`src/include/csa_consts.svh`:
```
// Purpose : offsets, field positions, reset values and scaling constants
//           for the chroma saturation / hue adjust stage
// Assumes : byte addresses on an 8-bit register port
// Notes   : definitions only
`ifndef CSA_CONSTS_SVH
`define CSA_CONSTS_SVH

// ****************************************************************
// register byte addresses
// ****************************************************************
`define CSA_OFF_EVEN_CTL   8'h2c
`define CSA_OFF_ODD_CTL    8'hac
`define CSA_OFF_U_LOW      8'h34
`define CSA_OFF_V_LOW      8'h38
`define CSA_OFF_HUE        8'h3c
`define CSA_OFF_EVEN_LOOP  8'h40
`define CSA_OFF_ODD_LOOP   8'hc0

// ****************************************************************
// reset values
// ****************************************************************
`define CSA_RST_CTL        8'h20
`define CSA_RST_U_LOW      8'hfe
`define CSA_RST_V_LOW      8'hb4
`define CSA_RST_HUE        8'h00
`define CSA_RST_LOOP       8'h00

// ****************************************************************
// field positions
// ****************************************************************
`define CSA_CTL_U_TOP      1
`define CSA_CTL_V_TOP      0
`define CSA_LOOP_PEAK      7
`define CSA_LOOP_HF_HI     4
`define CSA_LOOP_HF_LO     3

// ****************************************************************
// gain and phase scaling, output FIFO depth
// ****************************************************************
`define CSA_U_UNITY        9'h0fe
`define CSA_V_UNITY        9'h0b4
`define CSA_U_RECIP        10'h102
`define CSA_V_RECIP        10'h16c
`define CSA_RECIP_SHIFT    16
`define CSA_ROUND          32'h0000_8000
`define CSA_CHROMA_ZERO    32'h0000_0080
`define CSA_CHROMA_MIN     8'h02
`define CSA_CHROMA_MAX     8'hfd
`define CSA_HUE_PHASE_STEP 16'h007f
`define CSA_FIFO_DEPTH     8

`endif

```
`src/include/csa_pkg.sv`:
```
// Purpose : types shared by the chroma saturation / hue adjust stage
// Assumes : nothing
// Notes   : constants live in csa_consts.svh
package csa_pkg;

    typedef struct packed {
        logic       wr;
        logic       rd;
        logic [7:0] addr;
        logic [7:0] wdata;
    } csa_reg_req_t;

    typedef struct packed {
        logic [15:0] phase;
        logic [7:0]  u;
        logic [7:0]  v;
    } csa_pix_t;

    typedef enum logic [2:0] {
        CSA_LP_AUTO,
        CSA_LP_CIF,
        CSA_LP_QCIF,
        CSA_LP_ICON,
        CSA_PEAK_NONE,
        CSA_PEAK_MIN,
        CSA_PEAK_MED,
        CSA_PEAK_MAX
    } csa_luma_mode_t;

endpackage

```
`src/verilog/csa_adjust.sv`:
```
// Purpose : chroma saturation gain and hue phase offset stage, with its
//           register file and an output FIFO
// Assumes : one clock, chroma in offset binary (128 = no colour)
// Notes   : csa_fifo and csa_adjust share this file
//
// The implementer's own choice: the strobed register port.
`timescale 1ns/1ps
`include "csa_consts.svh"

// ****************************************************************
// csa_fifo: synchronous FIFO with valid/ready on both sides
// ****************************************************************
module csa_fifo #(
    parameter int WIDTH = 32,
    parameter int DEPTH = 8
) (
    input  wire logic             i_sys_clk,
    input  wire logic             i_reset,
    input  wire logic             i_s_valid,
    output logic                  o_s_ready,
    input  wire logic [WIDTH-1:0] i_s_data,
    output logic                  o_m_valid,
    input  wire logic             i_m_ready,
    output logic [WIDTH-1:0]      o_m_data
);
    localparam int AW = $clog2(DEPTH);

    logic [WIDTH-1:0] mem_q [DEPTH];
    logic [AW-1:0]    wr_ptr_q;
    logic [AW-1:0]    rd_ptr_q;
    logic [AW:0]      count_q;
    logic             push;
    logic             pop;

    assign o_s_ready = (count_q != (AW+1)'(DEPTH));
    assign o_m_valid = (count_q != '0);
    assign push      = i_s_valid && o_s_ready;
    assign pop       = o_m_valid && i_m_ready;
    assign o_m_data  = mem_q[rd_ptr_q];

    always_ff @(posedge i_sys_clk) begin
        if (push) begin
            mem_q[wr_ptr_q] <= i_s_data;
        end
    end

    always_ff @(posedge i_sys_clk or posedge i_reset) begin
        if (i_reset) begin
            wr_ptr_q <= '0;
            rd_ptr_q <= '0;
            count_q  <= '0;
        end else begin
            if (push) begin
                wr_ptr_q <= AW'(wr_ptr_q + 1'b1);
            end
            if (pop) begin
                rd_ptr_q <= AW'(rd_ptr_q + 1'b1);
            end
            if (push && !pop) begin
                count_q <= (AW+1)'(count_q + 1'b1);
            end else if (pop && !push) begin
                count_q <= (AW+1)'(count_q - 1'b1);
            end
        end
    end
endmodule // csa_fifo

// ****************************************************************
// csa_adjust: registers, gain/hue datapath, luma filter select
// ****************************************************************
// Notes on behaviour
// - u gain is control bit plus low byte
// - v gain is control bit plus low byte
// - u scaled by gain, 254 is unity
// - u low byte resets to 0xfe
// - v scaled by gain, 180 is unity
// - v low byte resets to 0xb4
// - signed hue added to subcarrier phase
// - 256 hue steps, 0.7 degrees each
// - hue resets to zero
// - even/odd loop control chosen by field
// - both loop controls reset to zero
// - peak bit picks peaking over low-pass
// - control bit1 u top, bit0 v top
// - peaking codes 01/10/11 are min/med/max
module csa_adjust (
    input  wire logic                   i_sys_clk,
    input  wire logic                   i_reset,
    input  wire csa_pkg::csa_reg_req_t  i_reg,
    output logic [7:0]                  o_rdata,
    input  wire logic                   i_field_odd,
    input  wire logic                   i_in_valid,
    output logic                        o_in_ready,
    input  wire csa_pkg::csa_pix_t      i_in_pix,
    output logic                        o_out_valid,
    input  wire logic                   i_out_ready,
    output csa_pkg::csa_pix_t           o_out_pix,
    output csa_pkg::csa_luma_mode_t     o_luma_mode
);
    import csa_pkg::*;

    logic [7:0]     even_ctl_q;
    logic [7:0]     odd_ctl_q;
    logic [7:0]     u_low_q;
    logic [7:0]     v_low_q;
    logic [7:0]     hue_q;
    logic [7:0]     even_loop_q;
    logic [7:0]     odd_loop_q;
    logic [7:0]     rdata_d;
    logic [7:0]     rdata_q;
    logic [7:0]     ctl_sel;
    logic [7:0]     loop_sel;
    logic [8:0]     u_gain_value;
    logic [8:0]     v_gain_value;
    logic [15:0]    hue_offset;
    logic           in_fire;
    csa_pix_t       adj_pix;

    // ****************************************************************
    // address decode helpers
    // ****************************************************************
    function automatic logic csa_hit(input logic [7:0] a,
                                     input logic [7:0] off);
        return a == off;
    endfunction

    function automatic logic csa_wr_hit(input csa_reg_req_t r,
                                        input logic [7:0] off);
        return r.wr && csa_hit(r.addr, off);
    endfunction

    // ****************************************************************
    // register file
    // ****************************************************************
    always_ff @(posedge i_sys_clk or posedge i_reset) begin
        if (i_reset) begin
            even_ctl_q <= `CSA_RST_CTL;
            odd_ctl_q  <= `CSA_RST_CTL;
        end else begin
            if (csa_wr_hit(i_reg, `CSA_OFF_EVEN_CTL)) begin
                even_ctl_q <= i_reg.wdata;
            end
            if (csa_wr_hit(i_reg, `CSA_OFF_ODD_CTL)) begin
                odd_ctl_q <= i_reg.wdata;
            end
        end
    end

    always_ff @(posedge i_sys_clk or posedge i_reset) begin
        if (i_reset) begin
            u_low_q <= `CSA_RST_U_LOW;
            v_low_q <= `CSA_RST_V_LOW;
        end else begin
            if (csa_wr_hit(i_reg, `CSA_OFF_U_LOW)) begin
                u_low_q <= i_reg.wdata;
            end
            if (csa_wr_hit(i_reg, `CSA_OFF_V_LOW)) begin
                v_low_q <= i_reg.wdata;
            end
        end
    end

    always_ff @(posedge i_sys_clk or posedge i_reset) begin
        if (i_reset) begin
            hue_q <= `CSA_RST_HUE;
        end else if (csa_wr_hit(i_reg, `CSA_OFF_HUE)) begin
            hue_q <= i_reg.wdata;
        end
    end

    // reserved bits are stored as written; software keeps them zero
    always_ff @(posedge i_sys_clk or posedge i_reset) begin
        if (i_reset) begin
            even_loop_q <= `CSA_RST_LOOP;
            odd_loop_q  <= `CSA_RST_LOOP;
        end else begin
            if (csa_wr_hit(i_reg, `CSA_OFF_EVEN_LOOP)) begin
                even_loop_q <= i_reg.wdata;
            end
            if (csa_wr_hit(i_reg, `CSA_OFF_ODD_LOOP)) begin
                odd_loop_q <= i_reg.wdata;
            end
        end
    end

    // ****************************************************************
    // read port: data stand in the cycle after the strobe
    // ****************************************************************
    always_comb begin
        rdata_d = 8'h00;
        if (i_reg.rd) begin
            unique case (i_reg.addr)
                `CSA_OFF_EVEN_CTL:  rdata_d = even_ctl_q;
                `CSA_OFF_ODD_CTL:   rdata_d = odd_ctl_q;
                `CSA_OFF_U_LOW:     rdata_d = u_low_q;
                `CSA_OFF_V_LOW:     rdata_d = v_low_q;
                `CSA_OFF_HUE:       rdata_d = hue_q;
                `CSA_OFF_EVEN_LOOP: rdata_d = even_loop_q;
                `CSA_OFF_ODD_LOOP:  rdata_d = odd_loop_q;
                default:            rdata_d = 8'h00;
            endcase
        end
    end

    always_ff @(posedge i_sys_clk or posedge i_reset) begin
        if (i_reset) begin
            rdata_q <= 8'h00;
        end else begin
            rdata_q <= rdata_d;
        end
    end

    assign o_rdata = rdata_q;

    // ****************************************************************
    // field copy selection and gain assembly
    // ****************************************************************
    assign ctl_sel  = i_field_odd ? odd_ctl_q : even_ctl_q;
    assign loop_sel = i_field_odd ? odd_loop_q : even_loop_q;

    assign u_gain_value = {ctl_sel[`CSA_CTL_U_TOP], u_low_q};
    assign v_gain_value = {ctl_sel[`CSA_CTL_V_TOP], v_low_q};

    // ****************************************************************
    // chroma scaling: (c-128)*gain/unity, rounded, then clipped
    // ****************************************************************
    function automatic logic [7:0] csa_scale(input logic [7:0] c,
                                             input logic [8:0] g,
                                             input logic [9:0] r);
        logic signed [31:0] x;
        logic signed [31:0] p;
        logic signed [31:0] y;
        logic        [31:0] o;
        x = $signed({24'h00_0000, c}) - $signed(`CSA_CHROMA_ZERO);
        p = x * $signed({23'h00_0000, g}) * $signed({22'h00_0000, r});
        y = (p + $signed(`CSA_ROUND)) >>> `CSA_RECIP_SHIFT;
        o = 32'(y + $signed(`CSA_CHROMA_ZERO));
        if (y + $signed(`CSA_CHROMA_ZERO) <
            $signed({24'h00_0000, `CSA_CHROMA_MIN})) begin
            return `CSA_CHROMA_MIN;
        end else if (y + $signed(`CSA_CHROMA_ZERO) >
                     $signed({24'h00_0000, `CSA_CHROMA_MAX})) begin
            return `CSA_CHROMA_MAX;
        end
        return o[7:0];
    endfunction

    // hue code times the per-step phase increment, two's complement
    assign hue_offset = $signed({{8{hue_q[7]}}, hue_q})
                      * $signed(`CSA_HUE_PHASE_STEP);

    // the whole sample is computed from one snapshot of the settings
    // in the cycle it is accepted, so no pixel mixes old and new
    always_comb begin
        adj_pix.u     = csa_scale(i_in_pix.u, u_gain_value,
                                  `CSA_U_RECIP);
        adj_pix.v     = csa_scale(i_in_pix.v, v_gain_value,
                                  `CSA_V_RECIP);
        adj_pix.phase = 16'(i_in_pix.phase + hue_offset);
    end

    assign in_fire = i_in_valid && o_in_ready;

    // ****************************************************************
    // luma filter selection
    // ****************************************************************
    function automatic csa_luma_mode_t csa_luma_decode(
        input logic [7:0] lc);
        logic [1:0] hf;
        hf = lc[`CSA_LOOP_HF_HI:`CSA_LOOP_HF_LO];
        if (lc[`CSA_LOOP_PEAK]) begin
            unique case (hf)
                2'b00: return CSA_PEAK_NONE;
                2'b01: return CSA_PEAK_MIN;
                2'b10: return CSA_PEAK_MED;
                2'b11: return CSA_PEAK_MAX;
            endcase
        end
        unique case (hf)
            2'b00: return CSA_LP_AUTO;
            2'b01: return CSA_LP_CIF;
            2'b10: return CSA_LP_QCIF;
            2'b11: return CSA_LP_ICON;
        endcase
        return CSA_LP_AUTO;
    endfunction

    assign o_luma_mode = csa_luma_decode(loop_sel);

    // ****************************************************************
    // output buffer
    // ****************************************************************
    csa_fifo #(
        .WIDTH ($bits(csa_pix_t)),
        .DEPTH (`CSA_FIFO_DEPTH)
    ) u_out_fifo (
        .i_sys_clk (i_sys_clk),
        .i_reset   (i_reset),
        .i_s_valid (i_in_valid),
        .o_s_ready (o_in_ready),
        .i_s_data  (adj_pix),
        .o_m_valid (o_out_valid),
        .i_m_ready (i_out_ready),
        .o_m_data  (o_out_pix)
    );
endmodule // csa_adjust

```
`config.mk`:
```
export PLATFORM = sky130hd
export DESIGN_NAME = csa_adjust
export DESIGN_NICKNAME = d
export VERILOG_FILES = /design/src/include/csa_pkg.sv /design/src/verilog/csa_adjust.sv
export VERILOG_INCLUDE_DIRS = /design/src /design/src/include
export SDC_FILE = /design/constraint.sdc
export NUM_CORES = 1
export LEC_CHECK = 0
export BUFFER_PORTS_ARGS = -buffer_cell sky130_fd_sc_hd__buf_4
export CAP_MARGIN = 20
export CORE_MARGIN = 2
export CORE_UTILIZATION = 58
export DETAILED_ROUTE_END_ITERATION = 12
export PLACE_DENSITY = 0.78
export SYNTH_ARGS = -nofsm -noshare
export SYNTH_HDL_FRONTEND = slang
export SYNTH_SLANG_ARGS = --single-unit
export TNS_END_PERCENT = 10
```
`constraint.sdc`:
```
create_clock -name i_sys_clk -period 10.35 [get_ports i_sys_clk]
set_input_delay 1.035 -clock i_sys_clk [delete_from_list [all_inputs] [get_ports i_sys_clk]]
set_output_delay 1.035 -clock i_sys_clk [all_outputs]
set_load 0.03 [all_outputs]
```
==> impl_metrics.ini <==
[sta]
tightest_slew_ns = 1.15
grt_setup_unrepaired = yes
worst_slack_ns = 0.200
slew_viol_final = 0
hold_viol = 0
max_freq_ghz = 0.0985
finish_stage_setup_viols = 0
timing.clock.skew_ns = 0.0173
finalCritPeriodShare_pct = 98.1
period_minus_slack_ns = 10.15
worst_slew_margin_rel_pct = 22.8

[route]
drt_wl_total_um = 59600
route.detailed.drc = 0
vias = 17591
avgViaCountPerCell = 5.74
antenna_violating_nets_post_route = 0
drt-pass1-iter-count = 8
drt_first_iter_violations = 1244
per_cell_routed_wire_length_um = 19.4

[cts]
clock_tree.buffer_depth = 3
cts_sinks = 330
cts_inserted_buffers = 35
insertion_delay_ns = 0.53
cts_tree = done
clkTransAtPathRegs_ns = 0.06
post_cts_hold_buffer_count = 0
cts_htree_levels = 2
clockRootBuffer = sky130_fd_sc_hd__clkbuf_16

[placement]
dp.cells = 2998
detailedPlacementHpwl_um = 43400
number_of_i_o_port_buffers = 99
routabilityCongestion = 0.922
pre_cts_ws_ns = -0.528

[critical_path]
cpPeakStageDelay_ns = 0.54
slowest_stage = sky130_fd_sc_hd__fa_1
cp_common_cell = sky130_fd_sc_hd__fa_1
crit_arrival_ns = 10.41
crit_path_start_kind = primary input
cp.buffers_inverters = 10
cpLargestDelayFamily = adder cells
r2r_slack_ns = 0.29
worst-path-max-fanout = 8
critical_path_class = primary input to flop
worstReg2RegEnd = u_out_fifo.mem_q[5][4]$_DFFE_PP_
cp_data_required_time_ns = 10.61
timing.rr.start = v_low_q[2]$_DFFE_PP1P_
endpoint_kind = flop
r2r_cells = 38

[yosys]
post-synth-top-area-cell = sky130_fd_sc_hd__edfxtp_1
netlist.area_leader.share_pct = 29.5
async_flop_share_pct = 22.4
syn_area_per_cell_um2 = 12.1
synth_seq_area_share_pct = 36.7
yosys_most_used_dff = sky130_fd_sc_hd__edfxtp_1
synth.distinct_cells = 91
netlist_area_um2 = 26100
synth_warnings = 0
post_synth_inst_count = 2160
synth-edff-count = 256
postSynthNetCount = 2682
synthTopCellsByArea = sky130_fd_sc_hd__edfxtp_1 29%, sky130_fd_sc_hd__fa_1 15%, sky130_fd_sc_hd__ha_1 13%, sky130_fd_sc_hd__dfrtp_1 5.9%, sky130_fd_sc_hd__mux4_2 5.5%
ys_seq_elements = 330

[floorplan]
core_area_um2 = 44300
placement_rows = 77
die_width_um = 216
io_pins = 100
effective_utilization_at_floorplan_pct = 58.8
die-area_um2 = 46600
die_height_um = 216

[layout]
antenna-diode-count = 0
finalNonFillerCells = 3065
multi_input_area_um2 = 15500
area_delta_synth_final_pct = 17.2
fillCellCount = 3070
final_core_utilization_pct = 68.9
final-seq-area_um2 = 9560
final_layout_size_suffix_gt1_share_pct = 26.1
finalNetCount = 2973

[global_route]
grt_max_degree = 67
antenna_found_initial = 1
grt_first_pass_wirelength_um = 96700
vias_in_the_first_global_route = 18786
grt.overflow.total = 0
grtUsageTotal_pct = 26.1

[flow_run]
number_of_violations_of_the_max_capacitance_limit = 0

[outcome]
run_status = completed

[hold_path]
hold_path_class = primary input to async pin
==> final cells by class <==
class | instances | area share (%)
Timing Repair Buffer | 317 | 7.96
Sequential cell | 330 | 31.3
Clock inverter | 18 | 0.844
Tap cell | 592 | 2.42
Clock buffer | 41 | 2.97
Multi-Input combinational cell | 1457 | 50.7
Inverter | 310 | 3.81
==> placed cells by master (no fill, tap or decap), types with 11 or more instances in the layout <==
cell                        synthesis  final
sky130_fd_sc_hd__buf_4              2    309
sky130_fd_sc_hd__inv_1            310    303
sky130_fd_sc_hd__ha_1             274    267
sky130_fd_sc_hd__edfxtp_1         256    256
sky130_fd_sc_hd__fa_1             193    193
sky130_fd_sc_hd__nand2_1          121    121
sky130_fd_sc_hd__mux2_2           100    100
sky130_fd_sc_hd__nor2_1            89     85
sky130_fd_sc_hd__and2_1            78     78
sky130_fd_sc_hd__mux4_2            64     64
sky130_fd_sc_hd__dfrtp_1           61     59
sky130_fd_sc_hd__xnor2_1           62     57
sky130_fd_sc_hd__a21oi_1           61     55
sky130_fd_sc_hd__clkbuf_16          0     35
sky130_fd_sc_hd__o21ai_0           40     33
sky130_fd_sc_hd__nor2b_1           27     26
sky130_fd_sc_hd__a21o_1            26     26
sky130_fd_sc_hd__xor2_1            27     24
sky130_fd_sc_hd__nand3_1           21     21
sky130_fd_sc_hd__nor3_1            21     17
sky130_fd_sc_hd__o211ai_1          16     16
sky130_fd_sc_hd__nand4_1           14     14
sky130_fd_sc_hd__nand2b_1          15     13
sky130_fd_sc_hd__dfstp_2           13     13
sky130_fd_sc_hd__o21ai_1           15     12
sky130_fd_sc_hd__o21a_1            12     11
sky130_fd_sc_hd__or3_1             11     11
==> logic make-up after synthesis <==
group	Yosys count	share of synthesized area, %
XOR/XNOR	94	3.33
buffers and inverters	373	5.44
multiplexers	172	10.2
AO/OA/AOI/OAI	268	7.33
adder cells (fa/ha/maj)	467	28.0
AND/OR/NAND/NOR	456	9.10
flip-flops	330	36.7
==> worst reg2reg max path: cells and delay by family, from the launching register on <==
kind / cells / cell delay, ns
simple gates: 8 / 1.71
buf+inv: 9 / 0.68
flops: 1 / 0.66
xor+xnor: 2 / 0.39
fa+ha+maj: 12 / 4.96
compound gates: 7 / 1.36
==> synthesized netlist by cell type (4+ instances only) <==
| cell | number |
|---|---|
| sky130_fd_sc_hd__nor2_1 | 89 |
| sky130_fd_sc_hd__and2_1 | 78 |
| sky130_fd_sc_hd__nor3b_1 | 4 |
| sky130_fd_sc_hd__dfrtp_1 | 61 |
| sky130_fd_sc_hd__a21boi_0 | 9 |
| sky130_fd_sc_hd__mux2i_1 | 8 |
| sky130_fd_sc_hd__a211o_1 | 8 |
| sky130_fd_sc_hd__edfxtp_1 | 256 |
| sky130_fd_sc_hd__or4_1 | 4 |
| sky130_fd_sc_hd__fa_1 | 193 |
| sky130_fd_sc_hd__a222oi_1 | 8 |
| sky130_fd_sc_hd__mux2_2 | 100 |
| sky130_fd_sc_hd__and3_1 | 10 |
| sky130_fd_sc_hd__mux4_2 | 64 |
| sky130_fd_sc_hd__dfstp_2 | 13 |
| sky130_fd_sc_hd__clkbuf_1 | 43 |
| sky130_fd_sc_hd__buf_2 | 7 |
| sky130_fd_sc_hd__o211ai_1 | 16 |
| sky130_fd_sc_hd__nand3b_1 | 5 |
| sky130_fd_sc_hd__a31oi_1 | 5 |
| sky130_fd_sc_hd__xor2_1 | 27 |
| sky130_fd_sc_hd__nand2_1 | 121 |
| sky130_fd_sc_hd__o2111ai_1 | 4 |
| sky130_fd_sc_hd__a21oi_1 | 61 |
| sky130_fd_sc_hd__o211a_1 | 4 |
| sky130_fd_sc_hd__nand2b_1 | 15 |
| sky130_fd_sc_hd__o21ai_1 | 15 |
| sky130_fd_sc_hd__nand3_1 | 21 |
| sky130_fd_sc_hd__and4_1 | 9 |
| sky130_fd_sc_hd__nor3_1 | 21 |
| sky130_fd_sc_hd__or2_2 | 9 |
| sky130_fd_sc_hd__nor2b_1 | 27 |
| sky130_fd_sc_hd__xnor2_1 | 62 |
| sky130_fd_sc_hd__or3_1 | 11 |
| sky130_fd_sc_hd__buf_1 | 10 |
| sky130_fd_sc_hd__nor4_1 | 6 |
| sky130_fd_sc_hd__a211oi_1 | 9 |
| sky130_fd_sc_hd__inv_1 | 310 |
| sky130_fd_sc_hd__nand4_1 | 14 |
| sky130_fd_sc_hd__o31ai_1 | 6 |
| sky130_fd_sc_hd__ha_1 | 274 |
| sky130_fd_sc_hd__o21ai_0 | 40 |
| sky130_fd_sc_hd__o21a_1 | 12 |
| sky130_fd_sc_hd__a21o_1 | 26 |
==> registers in the layout (all words and copies together), names as in the netlist <==
name and flops:
odd_loop_q 8, o_rdata 8, u_low_q 8, hue_q 8, u_out_fifo.wr_ptr_q 3, u_out_fifo.mem_q 256, v_low_q 8, u_out_fifo.count_q 4
even_loop_q 8, even_ctl_q 8, u_out_fifo.rd_ptr_q 3, odd_ctl_q 8
==> routing by layer <==
metal / part of all wire (%) / vias up / global-route usage (%)
met5: 0 / - / 0
met4: 2.3 / 0 / 6.48
met3: 5.9 / 90 / 4.86
met2: 52 / 509 / 46.3
met1: 40 / 8842 / 33.1
li1: - / 8150 / -
==> worst max-delay path by stage <==
stage	cells past startpoint	endpoint	slack (ns)	startpoint
global placement	38	u_out_fifo.mem_q[4][7]$_DFFE_PP_	-0.20	i_field_odd
finish	40	u_out_fifo.mem_q[5][4]$_DFFE_PP_	0.20	i_field_odd
detailed placement	41	u_out_fifo.mem_q[3][5]$_DFFE_PP_	-0.53	i_field_odd
floorplan	41	u_out_fifo.mem_q[0][10]$_DFFE_PP_	-0.05	i_in_pix[15]
CTS	41	u_out_fifo.mem_q[0][3]$_DFFE_PP_	-0.008	i_field_odd
global route	40	u_out_fifo.mem_q[5][4]$_DFFE_PP_	-0.28	i_in_pix[7]
==> what timing repair did <==
action,4_1_cts,5_1_grt
setup buffers,0,8
endpoints found under the setup margin,21,128
resized for setup,1,59
pin swaps,0,27
==> metrics by stage <==
stage	TNS (ns)	hold slack (ns)	cell area, µm²
global placement	-11.52	0.470	29100
detailed placement	-45.17	0.484	29100
floorplan	-2.65	0.454	26200
CTS	-0.0894	0.402	30200
global route	-15.50	0.411	30600
finish	0	0.416	30600
Power is not shown: default switching activity piles up to over one toggle a cycle in this logic, so the estimate is an artifact.
